File: src/shared/wake_pkg.sv
package wake_pkg;

   // Register map, printed word addresses
   localparam logic [15:0] ADDR_CONFIG = 16'h04A0;
   localparam logic [15:0] ADDR_STATUS = 16'h04A1;
   localparam logic [15:0] ADDR_DA1    = 16'h04A2;
   localparam logic [15:0] ADDR_DA3    = 16'h04A4;
   localparam logic [15:0] ADDR_PW1    = 16'h04A5;
   localparam logic [15:0] ADDR_PW3    = 16'h04A7;

   // Configuration fields
   localparam int CFG_ORDER_HI = 15;
   localparam int CFG_ORDER_LO = 14;
   localparam int CFG_SFD_SEL  = 13;
   localparam int CFG_CRC_GATE = 12;
   localparam int CFG_LVL_CLR  = 11;
   localparam int CFG_PULSE_HI = 10;
   localparam int CFG_PULSE_LO = 9;
   localparam int CFG_IND_SEL  = 8;
   localparam int CFG_ENABLE   = 7;
   localparam int CFG_PASS_EN  = 5;
   localparam int CFG_PAT_EN   = 1;
   localparam int CFG_MAGIC_EN = 0;
   localparam logic [15:0] CONFIG_RESET = 16'h1000;
   localparam logic [15:0] CONFIG_WMASK = 16'hF7FF;

   // Status fields
   localparam int STS_SRC     = 12;
   localparam int STS_SFD_ERR = 7;
   localparam int STS_BAD_CRC = 6;
   localparam int STS_HACK    = 5;
   localparam int STS_PAT     = 1;
   localparam int STS_MAGIC   = 0;
   localparam logic [15:0] STATUS_RESET = 16'h0000;
   localparam logic [15:0] ADDR_WORD_RESET = 16'h0000;

   // Frame constants
   localparam logic [7:0] SFD_ALT     = 8'h5D;
   localparam logic [7:0] SFD_STD     = 8'hD5;
   localparam logic [7:0] PREAMBLE    = 8'h55;
   localparam logic [7:0] SYNC_BYTE   = 8'hFF;
   localparam logic [2:0] SYNC_LEN    = 3'h6;
   localparam logic [2:0] LAST_POS    = 3'h5;
   localparam logic [6:0] ADDR_TOTAL  = 7'h60;
   localparam logic [6:0] PULSE_BASE  = 7'h08;

   typedef enum logic [1:0] {
      RX_IDLE     = 2'b00,
      RX_PREAMBLE = 2'b01,
      RX_DATA     = 2'b10,
      RX_SKIP     = 2'b11
   } rx_state_e;

   typedef enum logic [1:0] {
      MG_SYNC = 2'b00,
      MG_ADDR = 2'b01,
      MG_PASS = 2'b10,
      MG_DONE = 2'b11
   } magic_state_e;

endpackage

File: src/rtl/wake_on_lan_detector.sv
// Functional notes
// - Ordering field 00 normal, 01 bit reverse, 10 nibble swap, 11 per-nibble reverse.
// - Search delimiter 0x5D when select bit is one, else 0xD5.
// - CRC gating set (reset value) suppresses magic and pattern on bad CRC.
// - Gating clear: bad-CRC frame gives no status, interrupt or pin indication.
// - Self-clearing clear bit drops the level indication; reads back zero.
// - Indication select: one is level mode, zero (reset) is pulse mode.
// - Wake detection works only while the master enable bit is set.
// - Password enable requires a matching password in magic packets.
// - Pattern enable raises wake on a packet holding the pattern.
// - Magic enable raises wake on a valid magic packet.
// - Source bit routes wake (one) or polarity (zero) to interrupt bit 1.
// - Enabling wake detection sets the source bit to wake.
// - Latched read-cleared flag when a packet lacks the selected delimiter.
// - Latched read-cleared flag when a bad-CRC frame arrives.
// - Latched read-cleared intrusion flag on a wrong magic password.
// - Latched read-cleared flag on a valid pattern packet.
// - Latched read-cleared flag on a valid magic packet.
// - Magic address is six bytes in three two-byte registers.
// - Password is six bytes in three two-byte registers.
`timescale 1ns/1ps
`default_nettype none

module wake_on_lan_detector
   import wake_pkg::*;
(
   input  wire logic        clock,
   input  wire logic        nrst,
   input  wire logic [15:0] reg_addr,
   input  wire logic [15:0] reg_wdata,
   input  wire logic        reg_wr,
   input  wire logic        reg_rd,
   output logic      [15:0] reg_rdata,
   input  wire logic        rx_valid,
   input  wire logic [7:0]  rx_data,
   input  wire logic        rx_end,
   input  wire logic        rx_crc_bad,
   input  wire logic        pattern_hit,
   input  wire logic        polarity_irq,
   output logic             wake_out,
   output logic             irq_bit1
);

   logic [15:0]  cfg_r;
   logic [15:0]  stat_r;
   logic [15:0]  stat_nxt;
   logic         src_nxt;
   logic [15:0]  rdata_r;
   logic [15:0]  rd_mux;
   rx_state_e    rx_r;
   rx_state_e    rx_nxt;
   magic_state_e mg_r;
   logic [2:0]   ff_cnt_r;
   logic [2:0]   pos_r;
   logic [6:0]   addr_cnt_r;
   logic         pass_bad_r;
   logic         magic_hit_r;
   logic         hack_hit_r;
   logic         pat_hit_r;
   logic         wake_lvl_r;
   logic         wake_lvl_nxt;
   logic [6:0]   pulse_cnt_r;
   logic [6:0]   pulse_cnt_nxt;
   logic         wake_out_r;
   logic         irq_r;

   // Register decode
   wire cfg_wr  = reg_wr && (reg_addr == ADDR_CONFIG);
   wire stat_wr = reg_wr && (reg_addr == ADDR_STATUS);
   wire stat_rd = reg_rd && (reg_addr == ADDR_STATUS);
   wire da_hit  = (reg_addr >= ADDR_DA1) && (reg_addr <= ADDR_DA3);
   wire pw_hit  = (reg_addr >= ADDR_PW1) && (reg_addr <= ADDR_PW3);
   wire [15:0] da_off = reg_addr - ADDR_DA1;
   wire [15:0] pw_off = reg_addr - ADDR_PW1;
   wire [1:0]  da_idx = da_off[1:0];
   wire [1:0]  pw_idx = pw_off[1:0];

   wire        en       = cfg_r[CFG_ENABLE];
   wire [1:0]  order    = cfg_r[CFG_ORDER_HI:CFG_ORDER_LO];
   wire        ind_lvl  = cfg_r[CFG_IND_SEL];
   wire [1:0]  pulse_sel = cfg_r[CFG_PULSE_HI:CFG_PULSE_LO];
   wire        crc_gate = cfg_r[CFG_CRC_GATE];

   // Address and password words; bytes indexed by wire order
   logic [15:0] da_word [0:2];
   logic [15:0] pw_word [0:2];
   logic [7:0]  dest_byte [0:5];
   logic [7:0]  pass_byte [0:5];

   genvar k;
   generate
      for (k = 0; k < 3; k++) begin : g_words
         logic [15:0] da_r;
         logic [15:0] pw_r;
         always_ff @(posedge clock or negedge nrst) begin
            if (!nrst) begin
               da_r <= ADDR_WORD_RESET;
               pw_r <= ADDR_WORD_RESET;
            end else begin
               if (reg_wr && da_hit && (da_idx == 2'(k))) begin
                  da_r <= reg_wdata;
               end
               if (reg_wr && pw_hit && (pw_idx == 2'(k))) begin
                  pw_r <= reg_wdata;
               end
            end
         end
         assign da_word[k] = da_r;
         assign pw_word[k] = pw_r;
         // First register holds the last two address bytes
         assign dest_byte[4 - 2 * k] = da_r[15:8];
         assign dest_byte[5 - 2 * k] = da_r[7:0];
         assign pass_byte[2 * k + 1] = pw_r[15:8];
         assign pass_byte[2 * k]     = pw_r[7:0];
      end
   endgenerate

   // Byte ordering applied before any compare
   wire [7:0] rev_byte  = {rx_data[0], rx_data[1], rx_data[2], rx_data[3],
                           rx_data[4], rx_data[5], rx_data[6], rx_data[7]};
   wire [7:0] swap_byte = {rx_data[3:0], rx_data[7:4]};
   wire [7:0] nrev_byte = {rev_byte[3:0], rev_byte[7:4]};
   wire [7:0] ord_byte  = (order == 2'b00) ? rx_data   :
                          (order == 2'b01) ? rev_byte  :
                          (order == 2'b10) ? swap_byte : nrev_byte;

   wire [7:0] sfd_byte = cfg_r[CFG_SFD_SEL] ? SFD_ALT : SFD_STD;

   // Delimiter search
   wire hunt      = (rx_r == RX_IDLE) || (rx_r == RX_PREAMBLE);
   wire sfd_found = hunt && rx_valid && (ord_byte == sfd_byte);
   wire sfd_bad   = (hunt && rx_valid && (ord_byte != sfd_byte)
                     && (ord_byte != PREAMBLE))
                    || (rx_end && (rx_r == RX_PREAMBLE));
   wire frame_end = rx_end && (rx_r == RX_DATA);

   always_comb begin
      rx_nxt = rx_r;
      case (rx_r)
         RX_IDLE, RX_PREAMBLE: begin
            if (rx_end) begin
               rx_nxt = RX_IDLE;
            end else if (sfd_found) begin
               rx_nxt = RX_DATA;
            end else if (sfd_bad) begin
               rx_nxt = RX_SKIP;
            end else if (rx_valid) begin
               rx_nxt = RX_PREAMBLE;
            end
         end
         RX_DATA, RX_SKIP: begin
            if (rx_end) begin
               rx_nxt = RX_IDLE;
            end
         end
         default: rx_nxt = RX_IDLE;
      endcase
   end

   always_ff @(posedge clock or negedge nrst) begin
      if (!nrst) begin
         rx_r <= RX_IDLE;
      end else begin
         rx_r <= rx_nxt;
      end
   end

   // Magic packet matcher; runs over the whole frame body
   wire data_byte = rx_valid && (rx_r == RX_DATA);
   wire addr_ok   = (ord_byte == dest_byte[pos_r]);
   wire [2:0] pos_inc = (pos_r == LAST_POS) ? 3'h0 : pos_r + 3'h1;

   always_ff @(posedge clock or negedge nrst) begin
      if (!nrst) begin
         mg_r        <= MG_SYNC;
         ff_cnt_r    <= 3'h0;
         pos_r       <= 3'h0;
         addr_cnt_r  <= 7'h00;
         pass_bad_r  <= 1'b0;
         magic_hit_r <= 1'b0;
         hack_hit_r  <= 1'b0;
         pat_hit_r   <= 1'b0;
      end else if (rx_r != RX_DATA) begin
         mg_r        <= MG_SYNC;
         ff_cnt_r    <= 3'h0;
         pos_r       <= 3'h0;
         addr_cnt_r  <= 7'h00;
         pass_bad_r  <= 1'b0;
         magic_hit_r <= 1'b0;
         hack_hit_r  <= 1'b0;
         pat_hit_r   <= 1'b0;
      end else begin
         if (pattern_hit) begin
            pat_hit_r <= 1'b1;
         end
         if (data_byte) begin
            case (mg_r)
               MG_SYNC: begin
                  // Extra 0xFF bytes are tolerated before the address
                  if (ord_byte == SYNC_BYTE && ff_cnt_r != SYNC_LEN) begin
                     ff_cnt_r <= ff_cnt_r + 3'h1;
                  end else if (ff_cnt_r == SYNC_LEN && addr_ok) begin
                     mg_r       <= MG_ADDR;
                     pos_r      <= pos_inc;
                     addr_cnt_r <= 7'h01;
                  end else if (ord_byte != SYNC_BYTE) begin
                     ff_cnt_r <= 3'h0;
                  end
               end
               MG_ADDR: begin
                  if (addr_ok) begin
                     pos_r      <= pos_inc;
                     addr_cnt_r <= addr_cnt_r + 7'h01;
                     if (addr_cnt_r + 7'h01 == ADDR_TOTAL) begin
                        pos_r <= 3'h0;
                        if (cfg_r[CFG_PASS_EN]) begin
                           mg_r <= MG_PASS;
                        end else begin
                           mg_r        <= MG_DONE;
                           magic_hit_r <= 1'b1;
                        end
                     end
                  end else begin
                     mg_r     <= MG_SYNC;
                     pos_r    <= 3'h0;
                     ff_cnt_r <= (ord_byte == SYNC_BYTE) ? 3'h1 : 3'h0;
                  end
               end
               MG_PASS: begin
                  pos_r <= pos_inc;
                  if (pos_r == LAST_POS) begin
                     mg_r <= MG_DONE;
                     if (pass_bad_r || ord_byte != pass_byte[pos_r]) begin
                        hack_hit_r <= 1'b1;
                     end else begin
                        magic_hit_r <= 1'b1;
                     end
                  end else if (ord_byte != pass_byte[pos_r]) begin
                     pass_bad_r <= 1'b1;
                  end
               end
               MG_DONE: mg_r <= MG_DONE;
               default: mg_r <= MG_SYNC;
            endcase
         end
      end
   end

   // Delimiter-error and frame-end events; bad CRC never indicates a wake in either mode
   wire crc_ok  = !rx_crc_bad;
   wire ev_sfd  = en && sfd_bad;
   wire ev_crc  = en && frame_end && rx_crc_bad && crc_gate;
   wire ev_hack = en && frame_end && crc_ok && hack_hit_r;
   wire ev_mag  = en && frame_end && crc_ok && magic_hit_r
                  && cfg_r[CFG_MAGIC_EN];
   wire ev_pat  = en && frame_end && crc_ok
                  && (pat_hit_r || pattern_hit)
                  && cfg_r[CFG_PAT_EN];
   wire wake_ev = ev_mag || ev_pat;

   // Status: set wins over read clear
   always_comb begin
      stat_nxt = stat_r;
      if (stat_rd) begin
         stat_nxt[STS_SFD_ERR] = 1'b0;
         stat_nxt[STS_BAD_CRC] = 1'b0;
         stat_nxt[STS_HACK]    = 1'b0;
         stat_nxt[STS_PAT]     = 1'b0;
         stat_nxt[STS_MAGIC]   = 1'b0;
      end
      if (ev_sfd) begin
         stat_nxt[STS_SFD_ERR] = 1'b1;
      end
      if (ev_crc) begin
         stat_nxt[STS_BAD_CRC] = 1'b1;
      end
      if (ev_hack) begin
         stat_nxt[STS_HACK] = 1'b1;
      end
      if (ev_pat) begin
         stat_nxt[STS_PAT] = 1'b1;
      end
      if (ev_mag) begin
         stat_nxt[STS_MAGIC] = 1'b1;
      end
      stat_nxt[STS_SRC] = src_nxt;
   end

   assign src_nxt = (cfg_wr && reg_wdata[CFG_ENABLE]) ? 1'b1 :
                    stat_wr ? reg_wdata[STS_SRC] : stat_r[STS_SRC];

   // Wake indication
   wire [6:0] pulse_len = PULSE_BASE << pulse_sel;
   wire lvl_clear = cfg_wr && reg_wdata[CFG_LVL_CLR] && ind_lvl;

   assign wake_lvl_nxt = (wake_ev && ind_lvl) ? 1'b1 :
                         lvl_clear ? 1'b0 : wake_lvl_r;
   assign pulse_cnt_nxt = (wake_ev && !ind_lvl) ? pulse_len :
                          (pulse_cnt_r != 7'h00) ? pulse_cnt_r - 7'h01
                                                 : 7'h00;

   // Read mux; the clear bit always reads zero
   assign rd_mux = (reg_addr == ADDR_CONFIG) ? (cfg_r & CONFIG_WMASK) :
                   (reg_addr == ADDR_STATUS) ? stat_r :
                   da_hit ? da_word[da_idx] :
                   pw_hit ? pw_word[pw_idx] : 16'h0000;

   always_ff @(posedge clock or negedge nrst) begin
      if (!nrst) begin
         cfg_r <= CONFIG_RESET;
      end else if (cfg_wr) begin
         cfg_r <= reg_wdata & CONFIG_WMASK;
      end
   end

   always_ff @(posedge clock or negedge nrst) begin
      if (!nrst) begin
         stat_r      <= STATUS_RESET;
         wake_lvl_r  <= 1'b0;
         pulse_cnt_r <= 7'h00;
         wake_out_r  <= 1'b0;
         irq_r       <= 1'b0;
         rdata_r     <= 16'h0000;
      end else begin
         stat_r      <= stat_nxt;
         wake_lvl_r  <= wake_lvl_nxt;
         pulse_cnt_r <= pulse_cnt_nxt;
         wake_out_r  <= ind_lvl ? wake_lvl_nxt : (pulse_cnt_nxt != 7'h00);
         irq_r       <= stat_r[STS_SRC] ?
                        (stat_nxt[STS_MAGIC] || stat_nxt[STS_PAT]) :
                        polarity_irq;
         rdata_r     <= reg_rd ? rd_mux : 16'h0000;
      end
   end

   assign reg_rdata = rdata_r;
   assign wake_out  = wake_out_r;
   assign irq_bit1  = irq_r;

   // Checks
   logic [6:0] since_load_r;
   logic [6:0] last_len_r;
   always_ff @(posedge clock or negedge nrst) begin
      if (!nrst) begin
         since_load_r <= 7'h00;
         last_len_r   <= 7'h00;
      end else if (wake_ev && !ind_lvl) begin
         since_load_r <= 7'h00;
         last_len_r   <= pulse_len;
      end else if (since_load_r != 7'h7F) begin
         since_load_r <= since_load_r + 7'h01;
      end
   end
endmodule

`default_nettype wire

File: config.mk
export PLATFORM = sky130hd
export DESIGN_NAME = wake_on_lan_detector
export DESIGN_NICKNAME = d
export VERILOG_FILES = /design/src/shared/wake_pkg.sv /design/src/rtl/wake_on_lan_detector.sv
export SDC_FILE = /design/constraint.sdc
export NUM_CORES = 1
export LEC_CHECK = 0
export BUFFER_PORTS_ARGS = -buffer_cell sky130_fd_sc_hd__buf_2
export CORE_MARGIN = 2
export CORE_UTILIZATION = 45
export CTS_BUF_LIST = sky130_fd_sc_hd__clkbuf_16
export CTS_CLUSTER_DIAMETER = 120
export CTS_CLUSTER_SIZE = 10
export DETAILED_ROUTE_END_ITERATION = 7
export GPL_TIMING_DRIVEN = 1
export PLACE_DENSITY_LB_ADDON = 0.12
export SYNTH_ARGS = -nofsm -noshare
export SYNTH_HDL_FRONTEND = slang
export SYNTH_SLANG_ARGS = --single-unit
export TNS_END_PERCENT = 100
File: constraint.sdc
create_clock -name clock -period 4.15 [get_ports clock]
set_clock_uncertainty 0.15 [all_clocks]
set_input_delay 0.415 -clock clock [delete_from_list [all_inputs] [get_ports clock]]
set_output_delay 0.415 -clock clock [all_outputs]
set_load 0.005 [all_outputs]
==> results of run 1 <==
-- critical path, stage by stage (launching register included) --
cell	delay, ns
dfrtp_1	0.69
buf_4	0.24
mux4_2	0.51
a22oi_1	0.24
xnor2_1	0.17
o2111ai_1	0.15
nor4_2	0.25
buf_4	0.25
nand2_1	0.09
o22ai_1	0.34
a32o_1	0.23
-- cells in the final DEF (no fill, tap or decap), types with 13 or more instances in the layout --
cell       instances
dfrtp_1          162
mux2_2            94
nand2_1           65
buf_2             65
nor2_1            61
mux2i_1           46
mux2_4            40
o21ai_0           36
a21oi_1           34
nor3_1            18
nand3_1           17
clkbuf_16         17
inv_1             16
buf_4             16
a22oi_1           13
xnor2_1           13
-- path summary, 6_finish.rpt --
kind	from	to	slack (ns)
hold / removal	rx_end	rx_r[1]	0.04
min in group asynchronous	nrst	pulse_cnt_r[2]	0.48
setup reg to reg	pos_r[1]	pos_r[1]	0.78
hold reg to reg	pulse_cnt_r[0]	pulse_cnt_r[0]	0.33
max in group asynchronous	nrst	g_words[1].pw_r[13]	2.41
setup / recovery	pos_r[1]	pos_r[1]	0.78
-- layout make-up --
class	instances	area share
Clock buffer	17	0.0403
Clock inverter	15	0.0142
Inverter	17	0.00605
Multi-Input combinational cell	613	0.472
Sequential cell	164	0.389
Tap cell	270	0.0320
Timing Repair Buffer	84	0.0461
-- where the power goes --
group	internal [mW]	switching (mW)	leakage (nW)
logic	0.0684	0.144	2.24
clock network	0.842	0.710	0.283
registers	1.61	0.00717	2.25
total	2.52	0.861	4.78
-- state kept, by name, indices dropped and copies added (netlist names), 6 cells and up --
register      count
g_words.da_r     48
g_words.pw_r     48
reg_rdata        16
cfg_r            15
addr_cnt_r        7
pulse_cnt_r       7
stat_r            6
-- cell families after synthesis --
| logic type | after synthesis | share of synthesized area |
|---|---|---|
| buffers and inverters | 61 | 0.0328 |
| xor gates and xnor gates | 15 | 0.0140 |
| adders and majority gates | 11 | 0.0146 |
| muxes | 194 | 0.257 |
| DFF | 164 | 0.437 |
| AOI/OAI and AO/OA | 172 | 0.123 |
| and+or+nand+nor | 221 | 0.121 |
-- per-layer routing --
layer,up-vias,track usage
met5,-,0
met4,0,0.0657
met1,3577,0.345
met3,39,0.0472
li1,3196,-
met2,231,0.398
-- metrics by stage --
step	util	instances	worst slack, ns	hold slack, ns
6_report	0.518	1180	0.776	0.0388
5_1_grt	0.518	1180	0.658	0.0490
4_1_cts	0.518	1180	0.801	0.0305
3_5_place_dp	0.489	1147	0.822	0.318
3_3_place_gp	0.489	1147	0.866	0.318
2_1_floorplan	-	838	1.33	-0.0306
-- repair_timing --
item,in CTS,in global routing
buffers inserted,0,0
hold buffers,1,0
hold endpoints to repair,82,0
resized for setup,0,0
==> impl_metrics.json, run 1 <==
{
  "fin_crit_ns": 3.37,
  "cts_tree": "done",
  "drt_iter0_markers": 532,
  "antenna_left": 0,
  "p_leak_nw": 4.78,
  "ys_top_cells_by_area": "dfrtp_1, mux2_2, mux2_4, mux2i_1, mux4_2",
  "finalInstanceArea_um2": 10600,
  "min_path_type": "in -> reg",
  "path_clk_slew_ns": 0.07,
  "grt_first_pass_wirelength_um": 41700,
  "core_um2": 20400,
  "antenna_found_initial": 0,
  "gp_congestion": 0.903,
  "synth.most_common_cell": "dfrtp_1",
  "finalMaxSlewViolations": 0,
  "syn_area_um2": 9400,
  "clk_latency_ns": 0.44,
  "r2r_cells": 10,
  "grt_max_degree": 86,
  "synth.distinct_cells": 72,
  "first_pass_iters": 5,
  "crit_path_start_kind": "register",
  "synth_warnings": 0,
  "routed-wl-met3_um": 1400,
  "ys.flop_type": "dfrtp_1",
  "cts.sinks": 164,
  "synth_top_area_frac": 0.434,
  "synth_edf_count": 0,
  "hold_viol_final": 0,
  "cts_made_buffers": 17,
  "drc": 0,
  "routed_wl_um": 26200,
  "drive_above_1_share": 0.322,
  "outcome": "finished clean",
  "required_ns": 4.37,
  "io_pins": 67,
  "ctsRootBufferMaster": "clkbuf_16",
  "nNetsFinal": 957,
  "power_density_nw_per_um2": 320,
  "syn2layout_area_growth_pct": 12.3,
  "top_layer_used": "met4",
  "overflow": 0,
  "port_buffers": 66,
  "dp_hpwl_um": 18200,
  "die_y_um": 148,
  "tns_ns": 0,
  "antenna_cells": 0,
  "async_flop_share": 1.00,
  "start_util": 0.461,
  "wl_per_cell_um": 22.2,
  "setup_viol": 0,
  "synth_common_cells": "dfrtp_1, mux2_2, nand2_1, nor2_1, mux2i_1",
  "final-seq-area_um2": 4110,
  "m1WireLength_um": 12000,
  "critPathKind": "reg -> reg",
  "cp_max_fo": 12,
  "first_global_vias": 7151,
  "end_kind": "register",
  "wl_met2_um": 12300,
  "peakVddDrop_v": 0.000244,
  "hold_path_depth": 2,
  "syn_nets": 898,
  "multi_input_area_um2": 4980,
  "max-slew-margin-rel": 0.428,
  "arrival_ns": 3.60,
  "die_area_um2": 22100,
  "h-tree-depth": 4,
  "cts_max_path_buffers": 2,
  "dpl-instance-area_um2": 9970,
  "worstMarginPinSlew_ns": 0.855,
  "grt_usage": 0.247,
  "syn_avg_cell_area_um2": 11.2,
  "vias_per_cell": 5.97,
  "num-fill-cells": 1774,
  "die_w_um": 148,
  "max_clock_freq_ghz": 0.296,
  "rsz0062_at_grt": "false",
  "p_total_mw": 3.38,
  "post-route-period-util": 0.813,
  "rows": 52,
  "yosysTopAreaCell": "dfrtp_1",
  "yosysSeqAreaShare": 0.437,
  "synthCells": 838,
  "vias": 7043,
  "drv_cap": 0,
  "synth_seq_cells": 164
}
Note: power is estimated with default switching activity, not from simulation.
==> run 2, diff against run 1 <==
--- a/config.mk
+++ b/config.mk
@@ -5,6 +5,7 @@
 export SDC_FILE = /design/constraint.sdc
 export NUM_CORES = 1
 export LEC_CHECK = 0
+export ABC_AREA = 1
 export BUFFER_PORTS_ARGS = -buffer_cell sky130_fd_sc_hd__buf_2
 export CORE_MARGIN = 2
 export CORE_UTILIZATION = 45
==> constraint.sdc (replaced) <==
create_clock -name clock -period 3.2 [get_ports clock]
set_clock_uncertainty 0.15 [all_clocks]
set_input_delay 0.32 -clock clock [delete_from_list [all_inputs] [get_ports clock]]
set_output_delay 0.32 -clock clock [all_outputs]
set_load 0.005 [all_outputs]
==> run 2 against run 1 <==
  * Wire length increased by 26%
  * Register-to-register slack worse by 0.42 ns
  * Via count up 36%
  * Synthesized cell count increased by 62%
  * Worst setup slack lost 0.42 ns
  * Die area grew 1.6%
  * Cell count up 47%
  * Sequential cell count is the same
  * First-iteration DRC count up 62%
  * Sequential share of layout area down 1.9 points
  * Area after synthesis grew 1.7%
  * Count of clock-buffer cells in the layout unchanged
  * Largest power group is now the clock network
==> impl_metrics.json, run 2 <==
{
  "antenna_found_initial": 0,
  "yosysTopAreaCell": "dfrtp_1",
  "rsz0062_at_grt": "false",
  "cts_max_path_buffers": 2,
  "max_clock_freq_ghz": 0.352,
  "cts.sinks": 164,
  "die_w_um": 150,
  "end_kind": "register",
  "final_util": 0.530,
  "port_buffers": 66,
  "final_cell_mix": "nand2_1, o21ai_0, dfrtp_1",
  "die_y_um": 150,
  "wl_per_cell_um": 19.0,
  "power_density_nw_per_um2": 460,
  "core_um2": 21000,
  "synth_common_cells": "nand2_1, o21ai_0, dfrtp_1, inv_1, nor2_1",
  "rows": 53,
  "syn_nets": 1420,
  "antenna_cells": 0,
  "postCtsSetupRepairBufs": 0,
  "post-route-period-util": 0.888,
  "ctsRootBufferMaster": "clkbuf_16",
  "outcome": "finished clean",
  "start_util": 0.456,
  "dp_hpwl_um": 23400,
  "grt_usage": 0.305,
  "drc": 0,
  "routed_wl_um": 32900,
  "die_area_um2": 22400,
  "first_global_vias": 9136,
  "nNetsFinal": 1506,
  "synth_seq_cells": 164,
  "ys_top_cells_by_area": "dfrtp_1, nand2_1, o21ai_0, nand3_1, inv_1",
  "arrival_ns": 3.01,
  "setup_viol": 0,
  "peakVddDrop_v": 0.000310,
  "drv_cap": 0,
  "synth.most_common_cell": "nand2_1",
  "min_path_type": "in -> reg",
  "final-seq-area_um2": 4110,
  "grt_max_degree": 59,
  "first_pass_iters": 5,
  "syn_avg_cell_area_um2": 7.02,
  "max-slew-margin-rel": 0.422,
  "synthCells": 1360,
  "drive_above_1_share": 0.120,
  "synth_top_area_frac": 0.427,
  "async_flop_share": 1.00,
  "synth_edf_count": 0,
  "synth.distinct_cells": 42,
  "reg2reg_slack_ns": 0.36,
  "multi_input_area_um2": 4730,
  "overflow": 0,
  "h-tree-depth": 4,
  "final_common_cell": "nand2_1",
  "cts_tree": "done",
  "cts_made_buffers": 17,
  "synth_warnings": 0,
  "path_clk_slew_ns": 0.07,
  "worstMarginPinSlew_ns": 0.863,
  "vias_per_cell": 5.54,
  "finalMaxSlewViolations": 0,
  "syn2layout_area_growth_pct": 16.2,
  "cp_max_fo": 15,
  "r2r_cells": 17,
  "grt_first_pass_wirelength_um": 51800,
  "fin_crit_ns": 2.84,
  "critPathKind": "reg -> reg",
  "tns_ns": 0,
  "p_leak_nw": 5.41,
  "io_pins": 67,
  "ys.flop_type": "dfrtp_1",
  "crit_path_start_kind": "register",
  "gp_congestion": 0.947,
  "clk_latency_ns": 0.45,
  "hold_path_depth": 3,
  "syn_area_um2": 9550,
  "num-fill-cells": 2131,
  "vias": 9611,
  "drt_iter0_markers": 861,
  "hold_viol_final": 0,
  "required_ns": 3.37,
  "antenna_left": 0,
  "yosysSeqAreaShare": 0.430
}
## run 2: cell types whose count changed in the layout (fill, tap and decap cells not counted), sizes merged, moves of 28 or more
cell	change
nand2	+360
o21ai	+172
mux2	-135
inv	+110
nand3	+83
nor2	+58
mux2i	-47
buf	+28
## run 2: per-stage QoR
stage	area, µm²	cells	setup WS [ns]	hold slack [ns]	total power [mW]
final	11100	1734	0.359	0.00128	5.10
after global routing	11100	1734	0.134	0.0262	5.29
after CTS	11100	1734	0.246	0.00267	5.11
after detailed placement	10400	1691	0.187	0.187	2.90
after global placement	10400	1691	0.236	0.191	2.89
after floorplan	9550	1360	0.869	-0.126	2.60
## run 2: per-layer routing
layer  up-vias  track usage  part of all wire
li1       4628            -                 -
met1      4516        0.413              0.44
met2       388        0.483              0.45
met3        79       0.0619             0.074
met4         0        0.117             0.035
met5         -            0                 0
## run 2: final cells by class
type	count	area share
clock inverters	15	0.0175
clock buffers	17	0.0383
multi-input cells	1011	0.426
inverters	130	0.0440
well taps	275	0.0310
flip-flops and latches	164	0.370
repair buffers	122	0.0729
## run 2: repair_timing
| action | 4_1_cts | 5_1_grt |
|---|---|---|
| hold endpoints to repair | 66 | 0 |
| hold buffers | 11 | 0 |
| gates resized for setup | 0 | 1 |
| endpoints found under the setup margin | 0 | 10 |
## run 2: worst paths after layout
check / start / end
worst max register to register: pos_r[0] / pos_r[0]
min in group asynchronous: nrst / g_words[0].da_r[14]
worst min register to register: pulse_cnt_r[0] / pulse_cnt_r[0]
worst max-delay path: pos_r[0] / pos_r[0]
worst min-delay path: reg_wdata[10] / cfg_r[10]
max in group asynchronous: nrst / cfg_r[12]
## run 2: where the power goes
group | internal (mW) | total, mW | switching, mW
combinational | 0.224 | 0.712 | 0.488
sequential | 2.12 | 2.17 | 0.0504
clock | 1.25 | 2.22 | 0.969
## run 2: worst max-delay path, cell delays in order, from the launching register on
cell and delay [ns]:
dfrtp_1 0.51, inv_2 0.33, buf_4 0.21, nand2_1 0.05
nand2_1 0.05, nand2_1 0.06, nand2_1 0.06, nand2_1 0.05
nand2_1 0.12, nand2_1 0.07, nand2_1 0.09, nand2_1 0.09
nor2_4 0.27, nand3_4 0.14, a21oi_2 0.26, inv_2 0.08
nand2_1 0.07, nand2_1 0.06
## run 2: cell families after synthesis
group / Yosys count / share of synthesized area
compound gates: 284 / 0.160
xor+xnor: 10 / 0.00917
buf+inv: 185 / 0.0749
flops: 164 / 0.430
simple gates: 706 / 0.312
fa+ha+maj: 11 / 0.0144
==> run 3, diff against run 2 <==
--- a/config.mk
+++ b/config.mk
@@ -5,7 +5,6 @@
 export SDC_FILE = /design/constraint.sdc
 export NUM_CORES = 1
 export LEC_CHECK = 0
-export ABC_AREA = 1
 export BUFFER_PORTS_ARGS = -buffer_cell sky130_fd_sc_hd__buf_2
 export CORE_MARGIN = 2
 export CORE_UTILIZATION = 45
==> run 3 against run 2 <==
  * Power fell by 13%
  * Non-clock buffer count fell by 11
  * Combinational power fell by 60%
  * Sequential cell count did not move
  * Sequential power fell by 4%
  * First-iteration DRC count fell by 53%
  * Clock power fell by 8%
  * Wire length fell by 20%
  * Worst setup slack got worse by 0.20 ns
  * Critical endpoint is now addr_cnt_r[5]
  * Largest power group is now sequential cells
==> impl_metrics.json, run 3 (synthesis results as in run 1) <==
{
  "rows": 52,
  "finalInstanceArea_um2": 10800,
  "port_buffers": 66,
  "gp_congestion": 0.940,
  "drive_above_1_share": 0.337,
  "tns_ns": 0,
  "arrival_ns": 3.21,
  "peakVddDrop_v": 0.000349,
  "wl_per_cell_um": 21.9,
  "core_um2": 20400,
  "first_global_vias": 7390,
  "worstMarginPinSlew_ns": 0.832,
  "dpl-instance-area_um2": 10200,
  "cts_made_buffers": 17,
  "antenna_found_initial": 1,
  "seq_power_share": 0.473,
  "grt_max_degree": 87,
  "start_util": 0.461,
  "die_y_um": 148,
  "grt_first_pass_wirelength_um": 42300,
  "h-tree-depth": 4,
  "crit_path_start_kind": "register",
  "final_cell_mix": "dfrtp_1, mux2_2, nand2_1, buf_2, nor2_1",
  "hold_viol_final": 0,
  "p_comb_frac": 0.064,
  "die_area_um2": 22100,
  "io_pins": 67,
  "swShare": 0.247,
  "final_common_cell": "dfrtp_1",
  "drc": 0,
  "critPathKind": "reg -> reg",
  "nNetsFinal": 984,
  "finalMaxSlewViolations": 0,
  "power_density_nw_per_um2": 409,
  "max_clock_freq_ghz": 0.329,
  "antenna_cells": 0,
  "antenna_left": 0,
  "required_ns": 3.37,
  "min_path_type": "in -> reg",
  "clkPwrFrac": 0.463,
  "drt_iter0_markers": 406,
  "grt_usage": 0.251,
  "switching_power_mw": 1.09,
  "p_int_mw": 3.33,
  "drv_cap": 0,
  "end_kind": "register",
  "fin_ws_ns": 0.161,
  "cts_max_path_buffers": 2,
  "cpMaxStageDelayCell": "mux4_2",
  "dp_hpwl_um": 19000,
  "cts.sinks": 164,
  "rsz0062_at_grt": "false",
  "routed_wl_um": 26400,
  "cts_tree": "done",
  "overflow": 0,
  "p_total_mw": 4.43,
  "setup_viol": 0,
  "clk_latency_ns": 0.43,
  "path_clk_slew_ns": 0.07,
  "die_w_um": 148,
  "fin_crit_ns": 3.04,
  "place_ws_ns": 0.0889,
  "p_leak_nw": 4.92,
  "cp_max_fo": 8,
  "vias_per_cell": 5.91,
  "critPathMaxStageDelay_ns": 0.63,
  "post-route-period-util": 0.950,
  "vias": 7137,
  "first_pass_iters": 5,
  "cp_cell_sequence": "mux4_2 -> nor3_1 -> o22ai_1 -> nor4_2 -> buf_4 -> buf_4 -> a31oi_2 -> a21o_1 -> a22o_1",
  "outcome": "finished clean",
  "max-slew-margin-rel": 0.445,
  "crit_path_frequent_cell": "buf_4",
  "ctsRootBufferMaster": "clkbuf_16",
  "syn2layout_area_growth_pct": 15.3
}
run 3: changes by cell type in the layout (fill, tap and decap cells not counted), moves of 27 or more:
cell / previous run / this run
o21ai_0: 206 / 36
inv_1: 117 / 17
nand3_1: 99 / 17
mux2i_1: 0 / 46
nand4_1: 31 / 4
nor2_1: 114 / 61
nand2_1: 424 / 65
mux2_2: 0 / 94
mux2_4: 0 / 40
run 3: final cells by class:
class / count / area, µm²
flip-flops and latches: 164 / 4110
clock inverters: 15 / 155
inverters: 17 / 63.8
clock buffers: 17 / 425
fillers: 1781 / 9530
repair buffers: 111 / 759
multi-input cells: 613 / 4980
well taps: 270 / 338
run 3: through the flow:
stage,instances,hold slack (ns),utilization
after floorplan,838,-0.126,-
after global placement,1171,0.303,0.501
after detailed placement,1171,0.307,0.501
after CTS,1207,0.0115,0.532
after global routing,1207,0.0340,0.532
final,1207,0.0248,0.532
run 3: worst paths after layout:
kind,from,end,slack (ns),cells past startpoint
worst max register to register,cfg_r[14],addr_cnt_r[5],0.16,9
min in group asynchronous,nrst,pulse_cnt_r[1],0.38,2
max in group asynchronous,nrst,pos_r[1],1.75,3
worst max-delay path,cfg_r[14],addr_cnt_r[5],0.16,9
worst min-delay path,reg_wdata[7],g_words[0].pw_r[7],0.02,2
worst min register to register,pulse_cnt_r[0],pulse_cnt_r[0],0.34,1
run 3: per-layer routing:
metal,vias to the layer above,GRT usage,part of all wire
li1,3245,-,-
met1,3676,0.354,0.46
met2,178,0.394,0.47
met3,38,0.0457,0.050
met4,0,0.0824,0.022
met5,-,0,0
run 3: what timing repair did:
item                                    in CTS  in global routing
endpoints found under the setup margin       0                  4
hold buffers                                 4                  0
setup buffers                                0                  0
resized for setup                            0                  2
hold endpoints to repair                    87                  0
run 3: power groups by stage:
stage | Clock [mW] | Sequential [mW] | Combinational [mW]
6_report | 2.05 | 2.09 | 0.285
5_1_grt | 2.17 | 2.09 | 0.313
4_1_cts | 2.09 | 2.09 | 0.286
3_5_place_dp | 0 | 2.13 | 0.281
3_3_place_gp | 0 | 2.13 | 0.274
2_1_floorplan | 0 | 2.13 | 0.122
run 3: worst max-delay path, delay by kind of cell, from the launching register on:
family | cells | cell delay [ns]
simple gates | 2 | 0.53
compound gates | 4 | 0.68
buf+inv | 2 | 0.34
mux | 1 | 0.63
flops | 1 | 0.58
